## src/core/osfs_consts.vh

```
`ifndef OSFS_CONSTS_VH
`define OSFS_CONSTS_VH
// ----------------------------------------------------------------------------
// Register offsets (byte addresses)
// ----------------------------------------------------------------------------
`define OSFS_OFF_CTRL 12'h000
`define OSFS_OFF_IRQ_STAT 12'h004
`define OSFS_OFF_IRQ_MASK 12'h008
`define OSFS_OFF_CFG 12'h00c
`define OSFS_OFF_COUNT 12'h010
// ----------------------------------------------------------------------------
// Field positions and reset values
// ----------------------------------------------------------------------------
`define OSFS_CTRL_LOW_BIT 1
`define OSFS_CTRL_HIGH_BIT 8
`define OSFS_CTRL_VAL_LSB 16
`define OSFS_CTRL_VAL_MSB 20
`define OSFS_VAL_RST 5'h09
`define OSFS_VAL_OFFSET 6'h0f
`define OSFS_EV_LOW_LOST 0
`define OSFS_EV_HIGH_LOST 1
`define OSFS_EV_MEAS_DONE 2
`define OSFS_EV_BITS 3
// ----------------------------------------------------------------------------
// Threshold coefficients, in hundredths
// ----------------------------------------------------------------------------
`define OSFS_LOW_MUL_TRIM 8'h4b
`define OSFS_LOW_SUB_TRIM 8'h1f
`define OSFS_LOW_MUL_RAW 8'h35
`define OSFS_LOW_SUB_RAW 8'h27
`define OSFS_HIGH_MUL_TRIM 8'h92
`define OSFS_HIGH_ADD_TRIM 8'h1d
`define OSFS_HIGH_MUL_RAW 8'hba
`define OSFS_HIGH_ADD_RAW 8'h15
// ----------------------------------------------------------------------------
// Timing
// ----------------------------------------------------------------------------
`define OSFS_CLK_PERIOD_NS 5
`define OSFS_GATE_TIME_NS 10000
`define OSFS_GATE_CYCLES (`OSFS_GATE_TIME_NS / `OSFS_CLK_PERIOD_NS)
`define OSFS_COUNT_SCALE 16'h000a
`endif

```

## src/core/osfs_top.v

```verilog
`timescale 1ns/1ps
`default_nettype none
`include "osfs_consts.vh"
module osfs_top (
  input wire REF_CLK_I,
  input wire SYS_RST_I,
  input wire OSC_CLK_I,
  input wire [11:0] AWADDR_I,
  input wire AWVALID_I,
  output reg AWREADY_O,
  input wire [31:0] WDATA_I,
  input wire [3:0] WSTRB_I,
  input wire WVALID_I,
  output reg WREADY_O,
  output reg [1:0] BRESP_O,
  output reg BVALID_O,
  input wire BREADY_I,
  input wire [11:0] ARADDR_I,
  input wire ARVALID_I,
  output reg ARREADY_O,
  output reg [31:0] RDATA_O,
  output reg [1:0] RRESP_O,
  output reg RVALID_O,
  input wire RREADY_I,
  output reg LOW_OK_O,
  output reg HIGH_OK_O,
  output reg IRQ_O
);
  localparam CW = 12;
  localparam [1:0] RESP_OK = 2'h0;
  localparam [1:0] RESP_ERR = 2'h2;

  // --------------------------------------------------------------------------
  // Threshold arithmetic
  // --------------------------------------------------------------------------
  // Everything is compared in hundredths of a MHz: the gate lasts 10 us, so
  // the edge count times ten is the oscillator frequency in those units.
  function [15:0] scale;
    input [5:0] nom;
    input [7:0] mul;
    begin
      scale = {10'h000, nom} * {8'h00, mul};
    end
  endfunction

  function mapped;
    input [11:0] addr;
    begin
      mapped = (addr == `OSFS_OFF_CTRL) || (addr == `OSFS_OFF_IRQ_STAT) ||
               (addr == `OSFS_OFF_IRQ_MASK) || (addr == `OSFS_OFF_CFG) ||
               (addr == `OSFS_OFF_COUNT);
    end
  endfunction

  reg [4:0] osc_frequency_value_q;
  reg untrimmed_q;
  reg osc_above_low_threshold_flag_q;
  reg osc_below_high_threshold_flag_q;
  reg [`OSFS_EV_BITS-1:0] irq_stat_q;
  reg [`OSFS_EV_BITS-1:0] irq_mask_q;
  reg [CW-1:0] last_count_q;
  reg [11:0] aw_addr_q;
  reg aw_held_q;
  reg [31:0] w_data_q;
  reg [3:0] w_strb_q;
  reg w_held_q;
  wire [CW-1:0] meas_count;
  wire meas_done;
  wire [5:0] nominal_mhz;
  wire [15:0] meas_centi;
  wire [15:0] low_thr;
  wire [15:0] high_thr;
  wire low_ok;
  wire high_ok;
  wire do_write;
  wire [31:0] ctrl_word;
  reg [`OSFS_EV_BITS-1:0] events;
  reg [31:0] rd_word;

  osfs_freq_meter #(
    .GATE_CYCLES(`OSFS_GATE_CYCLES),
    .CW(CW)
  ) u_meter (
    .clk_i(REF_CLK_I),
    .rst_i(SYS_RST_I),
    .osc_i(OSC_CLK_I),
    .count_o(meas_count),
    .done_o(meas_done)
  );

  assign nominal_mhz = {1'b0, osc_frequency_value_q} + `OSFS_VAL_OFFSET;
  assign meas_centi = {4'h0, meas_count} * `OSFS_COUNT_SCALE;
  assign low_thr = untrimmed_q ?
    scale(nominal_mhz, `OSFS_LOW_MUL_RAW) - {8'h00, `OSFS_LOW_SUB_RAW} :
    scale(nominal_mhz, `OSFS_LOW_MUL_TRIM) - {8'h00, `OSFS_LOW_SUB_TRIM};
  assign high_thr = untrimmed_q ?
    scale(nominal_mhz, `OSFS_HIGH_MUL_RAW) + {8'h00, `OSFS_HIGH_ADD_RAW} :
    scale(nominal_mhz, `OSFS_HIGH_MUL_TRIM) + {8'h00, `OSFS_HIGH_ADD_TRIM};
  assign low_ok = meas_centi > low_thr;
  assign high_ok = meas_centi < high_thr;

  // --------------------------------------------------------------------------
  // Supervision flags and events
  // --------------------------------------------------------------------------
  // Flags change only at the end of a gate, so a read never sees a half count.
  always @* begin
    events = {`OSFS_EV_BITS{1'b0}};
    events[`OSFS_EV_MEAS_DONE] = meas_done;
    events[`OSFS_EV_LOW_LOST] = meas_done && osc_above_low_threshold_flag_q && !low_ok;
    events[`OSFS_EV_HIGH_LOST] = meas_done && osc_below_high_threshold_flag_q && !high_ok;
  end

  always @(posedge REF_CLK_I) begin
    if (SYS_RST_I) begin
      osc_above_low_threshold_flag_q <= 1'b0;
      osc_below_high_threshold_flag_q <= 1'b0;
      last_count_q <= {CW{1'b0}};
      LOW_OK_O <= 1'b0;
      HIGH_OK_O <= 1'b0;
    end else if (meas_done) begin
      osc_above_low_threshold_flag_q <= low_ok;
      osc_below_high_threshold_flag_q <= high_ok;
      last_count_q <= meas_count;
      LOW_OK_O <= low_ok;
      HIGH_OK_O <= high_ok;
    end
  end

  // --------------------------------------------------------------------------
  // AXI4-Lite slave
  // --------------------------------------------------------------------------
  assign do_write = aw_held_q && w_held_q && !BVALID_O;
  assign ctrl_word = {11'h000, osc_frequency_value_q, 7'h00,
                      osc_below_high_threshold_flag_q, 6'h00,
                      osc_above_low_threshold_flag_q, 1'b0};

  always @* begin
    case (ARADDR_I)
      `OSFS_OFF_CTRL: rd_word = ctrl_word;
      `OSFS_OFF_IRQ_STAT: rd_word = {29'h0, irq_stat_q};
      `OSFS_OFF_IRQ_MASK: rd_word = {29'h0, irq_mask_q};
      `OSFS_OFF_CFG: rd_word = {31'h0, untrimmed_q};
      `OSFS_OFF_COUNT: rd_word = {20'h0, last_count_q};
      default: rd_word = 32'h0000_0000;
    endcase
  end

  always @(posedge REF_CLK_I) begin
    if (SYS_RST_I) begin
      AWREADY_O <= 1'b0;
      WREADY_O <= 1'b0;
      BVALID_O <= 1'b0;
      BRESP_O <= RESP_OK;
      ARREADY_O <= 1'b0;
      RVALID_O <= 1'b0;
      RRESP_O <= RESP_OK;
      RDATA_O <= 32'h0000_0000;
      aw_held_q <= 1'b0;
      w_held_q <= 1'b0;
      aw_addr_q <= 12'h000;
      w_data_q <= 32'h0000_0000;
      w_strb_q <= 4'h0;
      osc_frequency_value_q <= `OSFS_VAL_RST;
      untrimmed_q <= 1'b0;
      irq_mask_q <= {`OSFS_EV_BITS{1'b0}};
      irq_stat_q <= {`OSFS_EV_BITS{1'b0}};
      IRQ_O <= 1'b0;
    end else begin
      AWREADY_O <= !aw_held_q && !(AWVALID_I && AWREADY_O);
      WREADY_O <= !w_held_q && !(WVALID_I && WREADY_O);
      if (AWVALID_I && AWREADY_O) begin
        aw_held_q <= 1'b1;
        aw_addr_q <= AWADDR_I;
      end
      if (WVALID_I && WREADY_O) begin
        w_held_q <= 1'b1;
        w_data_q <= WDATA_I;
        w_strb_q <= WSTRB_I;
      end
      if (do_write) begin
        aw_held_q <= 1'b0;
        w_held_q <= 1'b0;
        BVALID_O <= 1'b1;
        BRESP_O <= mapped(aw_addr_q) ? RESP_OK : RESP_ERR;
      end else if (BVALID_O && BREADY_I) begin
        BVALID_O <= 1'b0;
      end
      // Only the value field is writable in control; the flags ignore writes.
      if (do_write && aw_addr_q == `OSFS_OFF_CTRL && w_strb_q[2]) begin
        osc_frequency_value_q <= w_data_q[`OSFS_CTRL_VAL_MSB:`OSFS_CTRL_VAL_LSB];
      end
      if (do_write && aw_addr_q == `OSFS_OFF_CFG && w_strb_q[0]) begin
        untrimmed_q <= w_data_q[0];
      end
      if (do_write && aw_addr_q == `OSFS_OFF_IRQ_MASK && w_strb_q[0]) begin
        irq_mask_q <= w_data_q[`OSFS_EV_BITS-1:0];
      end
      // A new event outranks a write-one-to-clear landing in the same cycle.
      if (do_write && aw_addr_q == `OSFS_OFF_IRQ_STAT && w_strb_q[0]) begin
        irq_stat_q <= (irq_stat_q & ~w_data_q[`OSFS_EV_BITS-1:0]) | events;
      end else begin
        irq_stat_q <= irq_stat_q | events;
      end
      IRQ_O <= |(irq_stat_q & irq_mask_q);
      ARREADY_O <= !RVALID_O && !(ARVALID_I && ARREADY_O);
      if (ARVALID_I && ARREADY_O) begin
        RVALID_O <= 1'b1;
        RDATA_O <= rd_word;
        RRESP_O <= mapped(ARADDR_I) ? RESP_OK : RESP_ERR;
      end else if (RVALID_O && RREADY_I) begin
        RVALID_O <= 1'b0;
      end
    end
  end
endmodule
`default_nettype wire

```

## src/core/osfs_freq_meter.v

```verilog
`timescale 1ns/1ps
`default_nettype none
`include "osfs_consts.vh"
module osfs_freq_meter #(
  parameter GATE_CYCLES = `OSFS_GATE_CYCLES,
  parameter CW = 12
) (
  input wire clk_i,
  input wire rst_i,
  input wire osc_i,
  output reg [CW-1:0] count_o,
  output reg done_o
);
  reg [2:0] sync_q;
  reg stable_q;
  reg [11:0] gate_q;
  reg [CW-1:0] edges_q;
  wire agree;
  wire rise;
  wire gate_end;

  // A level is only trusted once the last two stages agree, so a sample taken
  // right at a transition cannot register as two edges.
  assign agree = (sync_q[1] == sync_q[2]);
  assign rise = agree && sync_q[2] && !stable_q;
  assign gate_end = (gate_q == GATE_CYCLES - 1);

  always @(posedge clk_i) begin
    if (rst_i) begin
      sync_q <= 3'h0;
      stable_q <= 1'b0;
      gate_q <= 12'h000;
      edges_q <= {CW{1'b0}};
      count_o <= {CW{1'b0}};
      done_o <= 1'b0;
    end else begin
      sync_q <= {sync_q[1:0], osc_i};
      if (agree) begin
        stable_q <= sync_q[2];
      end
      done_o <= gate_end;
      if (gate_end) begin
        gate_q <= 12'h000;
        count_o <= edges_q + {{(CW-1){1'b0}}, rise};
        edges_q <= {CW{1'b0}};
      end else begin
        gate_q <= gate_q + 12'h001;
        if (rise) begin
          edges_q <= edges_q + {{(CW-1){1'b0}}, 1'b1};
        end
      end
    end
  end
endmodule
`default_nettype wire

```

## config.mk

```make
export PLATFORM = sky130hd
export DESIGN_NAME = osfs_top
export DESIGN_NICKNAME = d
export VERILOG_FILES = /design/src/core/osfs_top.v /design/src/core/osfs_freq_meter.v
export VERILOG_INCLUDE_DIRS = /design/src /design/src/core
export SDC_FILE = /design/constraint.sdc
export NUM_CORES = 1
export LEC_CHECK = 0
export BUFFER_PORTS_ARGS = -buffer_cell sky130_fd_sc_hd__buf_2
export CAP_MARGIN = 30
export CORE_MARGIN = 2
export CORE_UTILIZATION = 46
export CTS_CLUSTER_DIAMETER = 50
export DETAILED_ROUTE_END_ITERATION = 16
export PLACE_DENSITY_LB_ADDON = 0.1
export SYNTH_ARGS = -nofsm -noshare
export SYNTH_HDL_FRONTEND = slang
export SYNTH_SLANG_ARGS = --single-unit
```

## constraint.sdc

```tcl
create_clock -name REF_CLK_I -period 7.1 [get_ports REF_CLK_I]
set_input_delay 1.42 -clock REF_CLK_I [delete_from_list [all_inputs] [get_ports REF_CLK_I]]
set_output_delay 1.42 -clock REF_CLK_I [all_outputs]
set_load 0.02 [all_outputs]
```

# Word-level counts from Yosys, hierarchy flattened
# Cells that the tools add are included.
# W data, S select, Z words.
dict set report word_totals {
  register_bits 147
  latch_bits 0
  ramBits 0
  romBits 0
  word_cells 116
  n_memories 0
}
dict set report classes {
  addsub 8
  multipliers 5
  div 0
  order_cmp 2
  n_eq_ne 10
  n_shift 0
  mux 10
  bitwise 5
  n_reduce_logical 49
}
# operator n
set ops {}
lappend ops {{$pmux W21 S5} 1}
lappend ops {{$eq A12 B4 Y1 const B} 4}
lappend ops {{$mul A6 B7 Y13 const B} 3}
lappend ops {{$add A14 B5 Y15 const B} 2}
lappend ops {{$add A12 B1 Y12 const B} 2}
lappend ops {{$eq A12 B3 Y1 const B} 2}
lappend ops {{$eq A12 B5 Y1 const B} 2}
lappend ops {{$logic_and A1 B1 Y1} 24}
lappend ops {{$logic_not A12 Y1} 2}
lappend ops {{$gt A16 B16 Y1} 1}
lappend ops {{$lt A16 B15 Y1} 1}
lappend ops {{$mux W16} 1}
lappend ops {{$mul A12 B3 Y15 const B} 1}
lappend ops {{$mux W15} 1}
lappend ops {{$sub A13 B5 Y14 const B} 1}
lappend ops {{$sub A12 B6 Y13 const B} 1}
lappend ops {{$add A12 B1 Y12} 1}
lappend ops {{$eq A12 B11 Y1 const B} 1}
lappend ops {{$mul A6 B6 Y12 const B} 1}
lappend ops {{$logic_not A1 Y1} 10}
lappend ops {{$logic_or A1 B1 Y1} 8}
lappend ops {{$add A5 B4 Y6 const B} 1}
lappend ops {{$and A3 B3 Y3} 2}
lappend ops {{$or A3 B3 Y3} 2}
lappend ops {{8 further kinds} 14}

# Longest topological paths before layout
dict set report depth {
  word_depth 9
  mapped_depth 31
  depth_no_buf 30
}

# By module
# A second synthesis with hierarchy kept.
dict set report unflattened {
  cells_unflattened 1111
  area_unflattened_um2 9432.8
}
# mod instances cells_per_inst area_per_inst_um2
set modules_own_cells {}
lappend modules_own_cells {osfs_top 1 916 7591.0}
lappend modules_own_cells {osfs_freq_meter 1 195 1841.8}

# Worst setup path after synthesis
# Ideal clock, no wire load.
dict set report synth_timing {
  path_kind {flip-flop to flip-flop}
  from {register osc_frequency_value_q[0]}
  to {register irq_stat_q[0]}
  setup_ns 0.078
  t_arrival_ns 6.203
  required_ns 7.022
  slack_ns 0.819
  path_stages_with_launch 32
  n_path_buf 1
  synth_period_minus_slack_ns 6.281
  cell_sequence {dfxtp_1 -> buf_4 -> inv_1 -> ha_1 -> inv_1 -> nor3_1 -> xor2_1 -> inv_1 -> ha_1 -> inv_1 -> fa_1 -> inv_1 -> ha_1 -> inv_1 -> fa_1 -> inv_1 -> ha_1 -> or3_1 -> o221ai_1 -> a31oi_1 -> o21a_1 -> nor2_1 -> xnor2_1 -> a21oi_1 -> ha_1 -> a21o_1 -> a21o_1 -> a21oi_1 -> o21ai_0 -> a21oi_1 -> nor3_1 -> nor3_1}
}
dict set report synth_via {
  elab_chain_len 9
  elab_cells_between_ends 12
}
# element line
set synth_rtl {}
lappend synth_rtl {{from (decl)} osfs_top.v:55} ;# reg [4:0] osc_frequency_value_q;
lappend synth_rtl {{from (signal assigned)} osfs_top.v:163} ;# osc_frequency_value_q <= `OSFS_VAL_RST;
lappend synth_rtl {{from (signal assigned)} osfs_top.v:190} ;# osc_frequency_value_q <= w_data_q[`OSFS_CTRL_VAL_MSB:`OSFS_CTRL_VAL_LSB];
lappend synth_rtl {{$add A5 B4 Y6 (no line) *} --}
lappend synth_rtl {{$mul A6 B7 Y13 or $mul A6 B6 Y12 (tied branches)} osfs_top.v:42} ;# scale = {10'h000, nom} * {8'h00, mul};
lappend synth_rtl {{$sub A13 B5 Y14 or $sub A12 B6 Y13 (tied branches)} {osfs_top.v:95, osfs_top.v:94}}
lappend synth_rtl {{$mux W16 *} osfs_top.v:93} ;# assign low_thr = untrimmed_q ?
lappend synth_rtl {{$gt A16 B16 Y1 *} osfs_top.v:99} ;# assign low_ok = meas_centi > low_thr;
lappend synth_rtl {{$logic_not A1 Y1 *} osfs_top.v:109} ;# events[`OSFS_EV_LOW_LOST] = meas_done && osc_above_low_threshold_flag_q && !low_ok;
lappend synth_rtl {{$logic_and A1 B1 Y1 *} osfs_top.v:109}
lappend synth_rtl {{$or A3 B3 Y3 (on tied branches)} {osfs_top.v:202, osfs_top.v:200}}
lappend synth_rtl {{$mux W3 *} osfs_top.v:199} ;# if (do_write && aw_addr_q == `OSFS_OFF_IRQ_STAT && w_strb_q[0]) begin
lappend synth_rtl {{to (signal assigned)} osfs_top.v:166} ;# irq_stat_q <= {`OSFS_EV_BITS{1'b0}};
lappend synth_rtl {{to (signal assigned)} osfs_top.v:200} ;# irq_stat_q <= (irq_stat_q & ~w_data_q[`OSFS_EV_BITS-1:0]) | events;
lappend synth_rtl {{to (signal assigned)} osfs_top.v:202} ;# irq_stat_q <= irq_stat_q | events;
lappend synth_rtl {{to (decl)} osfs_top.v:59} ;# reg [`OSFS_EV_BITS-1:0] irq_stat_q;
# Every way passes the cells marked *; elsewhere a longest branch is shown, timed or not.
# A chain may end at the register's enable or synchronous reset.

# Worst setup path in the final report
dict set report layout_timing {
  from {register osc_frequency_value_q[1]}
  to {register irq_stat_q[1]}
}
dict set report layout_via {
  elab_chain_len 9
  elab_cells_between_ends 12
}
# element line
set layout_rtl {}
lappend layout_rtl {{$add A5 B4 Y6 (no line) *} --}
lappend layout_rtl {{$mul A6 B7 Y13} osfs_top.v:42}
lappend layout_rtl {{$add A14 B5 Y15 (on tied branches)} {osfs_top.v:98, osfs_top.v:97}}
lappend layout_rtl {{$mux W15 *} osfs_top.v:96} ;# assign high_thr = untrimmed_q ?
lappend layout_rtl {{$lt A16 B15 Y1 *} osfs_top.v:100} ;# assign high_ok = meas_centi < high_thr;
lappend layout_rtl {{$logic_not A1 Y1 *} osfs_top.v:110} ;# events[`OSFS_EV_HIGH_LOST] = meas_done && osc_below_high_threshold_flag_q && !high_ok;
lappend layout_rtl {{$logic_and A1 B1 Y1 *} osfs_top.v:110}
lappend layout_rtl {{$or A3 B3 Y3 (on tied branches)} {osfs_top.v:202, osfs_top.v:200}}
lappend layout_rtl {{$mux W3 *} osfs_top.v:199}
# Marked as above.

==> results.py <==
metrics = {
    "run_status": {
        "status": "complete, no violations",
    },
    "floorplan": {
        "die_w_um": 145,
        "pin_count": 112,
        "die_area_mm2": 0.0211,
        "start_util_pct": 47.1,
        "die_h_um": 145,
        "core_area_mm2": 0.0195,
        "rows": 51,
    },
    "routing": {
        "avgViaCountPerCell": 5.15,
        "final_antenna_net_count": 0,
        "drc_errors": 0,
        "wl_um": 20700,
        "drt-pass1-iter-count": 4,
        "drt-wirelength-per-cell_um": 14.5,
        "first_iter_violations": 360,
        "vias": 7348,
    },
    "clock_network": {
        "cts_resized": 0,
        "cts.sink_count": 116,
        "htree_num_levels": 4,
        "clk-insertion-delay-late_ns": 0.41,
        "clkSlewWorstSetupHoldPaths_ns": 0.06,
        "numCtsBuffers": 17,
        "postCtsSetupBuffers": 0,
        "cts_tree": "yes",
        "clock_path_buffers": 2,
        "cts-root-buf": "clkbuf_16",
        "ctsHoldBuffers": 0,
    },
    "yosys": {
        "synth_area_mm2": 0.00919,
        "seq_area_frac_synth_pct": 25.3,
        "yosysWarnings": 0,
        "yosysTopAreaCellShare_pct": 25.3,
        "synth_area_leaders": "dfxtp_1 25%, ha_1 21%, xnor2_1 5.9%",
        "synth_cell_type_count": 68,
        "yosys.area.top_type": "dfxtp_1",
        "synth_top_flop_cell": "dfxtp_1",
        "async_flop_share_pct": 0,
        "syn_avg_cell_area_um2": 8.48,
        "ys_ff_latch": 116,
        "synth_edf_count": 0,
        "syn_inst": 1084,
    },
    "finish": {
        "layout-drive-gt1-share_pct": 11.1,
        "diodes": 0,
        "final_nets": 1389,
        "final.fill_count": 1934,
        "postLayoutCellArea_mm2": 0.0104,
        "syn_to_final_growth_pct": 13.0,
        "postLayoutCoreUtil_pct": 53.2,
    },
    "timing": {
        "rsz0062_at_grt": "false",
        "fin_tns_setup_ns": 0,
        "post-route-period-util_pct": 91.6,
        "maxSlewViolCount": 0,
        "worst_slew_pin_slew_ns": 0.981,
        "setup_violations": 0,
        "hold_viol": 0,
        "setup_slack_ns": 0.600,
        "fin_crit_ns": 6.50,
        "clock_skew_ns": 0.0114,
        "clock.fmax_ghz": 0.154,
        "maxSlewHeadroom_pct": 34.5,
    },
    "global_routing": {
        "grt_max_degree": 94,
        "grt_pass1_vias": 7079,
        "grt_pass1_wl_um": 34500,
        "grtUsageTotal_pct": 19.8,
        "grt_overflow_total": 0,
        "antenna_found_initial": 0,
    },
    "place": {
        "preCtsSetupSlack_ns": 0.563,
        "gp_congestion": 0.819,
        "place_area_mm2": 0.00976,
        "hpwl_um": 16300,
        "io_buffer_count": 68,
    },
    "pwr": {
        "cellPowerDensity_mw_per_mm2": 158,
        "p_leak_nw": 4.91,
        "power_mw": 1.64,
        "max-vdd-ir-drop_uv": 190,
    },
    "worst_setup_path": {
        "r2r-start": "osc_frequency_value_q[1]",
        "worstSetupEndpointType": "flip-flop",
        "worstSetupPathType": "reg -> reg",
        "reg2reg_to": "irq_stat_q[1]",
        "required_ns": 7.35,
        "cp-start-kind": "flip-flop",
        "critPathArrivalTime_ns": 6.75,
        "reg2reg_depth": 27,
        "cp_max_fo": 6,
        "r2r_setup_slack_ns": 0.60,
    },
    "worst_hold_path": {
        "hold-path-endpoint": "u_meter.sync_q[1]",
        "min_path_type": "reg -> reg",
        "min_from": "u_meter.sync_q[0]",
        "whs_path_depth": 1,
    },
    "run": {
        "maxCapViolations": 0,
    },
}
[report_power, final]
group | internal [mW] | total (mW) | switching [mW] | leakage [nW]
combinational | 0.0272 | 0.0797 | 0.0525 | 3.67
sequential | 0.663 | 0.670 | 0.00735 | 0.939
clock | 0.561 | 0.893 | 0.332 | 0.298
total | 1.25 | 1.64 | 0.392 | 4.91
[how the worst max path moves through the flow]
stage | startpoint | to | slack, ns | cells after the start
final | osc_frequency_value_q[1] | irq_stat_q[1] | 0.60 | 27
after CTS | osc_frequency_value_q[1] | irq_stat_q[0] | 0.53 | 29
after global placement | osc_frequency_value_q[1] | irq_stat_q[0] | 0.62 | 29
after floorplan | osc_frequency_value_q[0] | irq_stat_q[0] | 0.82 | 31
after detailed placement | osc_frequency_value_q[1] | irq_stat_q[0] | 0.56 | 29
after global routing | osc_frequency_value_q[1] | irq_stat_q[1] | 0.06 | 27
[cell usage after synthesis (all sizes together) (4+ instances only)]
| cell type | number |
|---|---|
| or3 | 8 |
| nand2b | 12 |
| nand2 | 83 |
| xor2 | 35 |
| a31oi | 4 |
| nor2b | 10 |
| nand3 | 26 |
| xnor2 | 63 |
| inv | 68 |
| dfxtp | 116 |
| or2 | 6 |
| o21a | 5 |
| clkbuf | 28 |
| mux2i | 30 |
| nor3 | 23 |
| ha | 156 |
| a22oi | 18 |
| a21oi | 79 |
| and3 | 9 |
| buf | 26 |
| nor4 | 5 |
| fa | 16 |
| o21ai | 30 |
| o21bai | 4 |
| a211oi | 14 |
| a21o | 20 |
| nand4 | 14 |
| nor2 | 130 |
[layout make-up]
class	count	area (um^2)	share of cell area (%)
Multi-Input combinational cell	862	6390	61.6
Clock inverter	15	191	1.84
Tap cell	265	332	3.19
Inverter	68	255	2.46
Timing Repair Buffer	84	460	4.44
Clock buffer	17	425	4.10
Sequential cell	116	2320	22.4
[critical path, stage by stage, from the launching register on]
cell and delay, ns:
dfxtp_1 0.31, inv_1 0.13, ha_1 0.33, inv_1 0.17, nor3_1 0.20, xor2_1 0.41, buf_4 0.25, ha_1 0.24
inv_1 0.10, ha_1 0.24, inv_1 0.08, fa_1 0.43, fa_1 0.55, inv_1 0.05, ha_1 0.34, o211a_1 0.19
a21oi_1 0.08, xnor2_1 0.30, and4_1 0.29, nand3_1 0.10, xnor2_1 0.29, o21ai_1 0.12, ha_1 0.33, a21o_1 0.16
a21oi_1 0.15, o21ai_1 0.16, o211ai_1 0.25, a21oi_1 0.10
[registers in the layout (all words and copies together) (netlist names), 2 cells and up]
name	flops
w_strb_q	2
u_meter.gate_q	12
w_data_q	8
last_count_q	12
u_meter.sync_q	3
u_meter.count_o	12
aw_addr_q	12
u_meter.edges_q	12
irq_stat_q	3
RDATA_O	17
osc_frequency_value_q	5
irq_mask_q	3
[metal layers]
layer	part of all wire (%)	vias up	routed length [um]	track usage, %
met1	50	3348	10200	27.0
li1	-	3875	-	-
met2	45	105	9330	32.4
met4	1.7	0	348	5.69
met5	0	-	0	0
met3	3.6	20	744	3.33
[through the flow]
stage	cells	hold slack (ns)
finish	1427	0.437
global route	1427	0.462
CTS	1427	0.444
detailed placement	1395	0.428
global placement	1395	0.416
floorplan	1100	0.413
[cell usage in the layout (no fill, tap or decap), types with 9 or more instances in the layout]
cell,instances
nand3_1,26
o21ai_0,21
xnor2_1,62
a211oi_1,14
ha_1,156
conb_1,17
clkbuf_16,17
mux2i_1,30
buf_4,16
xor2_1,35
dfxtp_1,116
and3_1,9
a21o_1,20
nand4_1,14
nor2_1,129
fa_1,16
nand2b_1,12
nand2_1,83
a21oi_1,78
buf_2,68
nor3_1,23
inv_1,68
nor2b_1,10
a22oi_1,18
[kinds of logic after synthesis]
kind of cell | synth area share [%]
simple gates | 17.3
compound gates | 14.1
fa+ha+maj | 24.7
buf+inv | 5.79
flops | 25.3
xor+xnor | 9.42
mux | 3.39
other cells | 0.0408
Note: power is estimated with default switching activity, not from simulation.
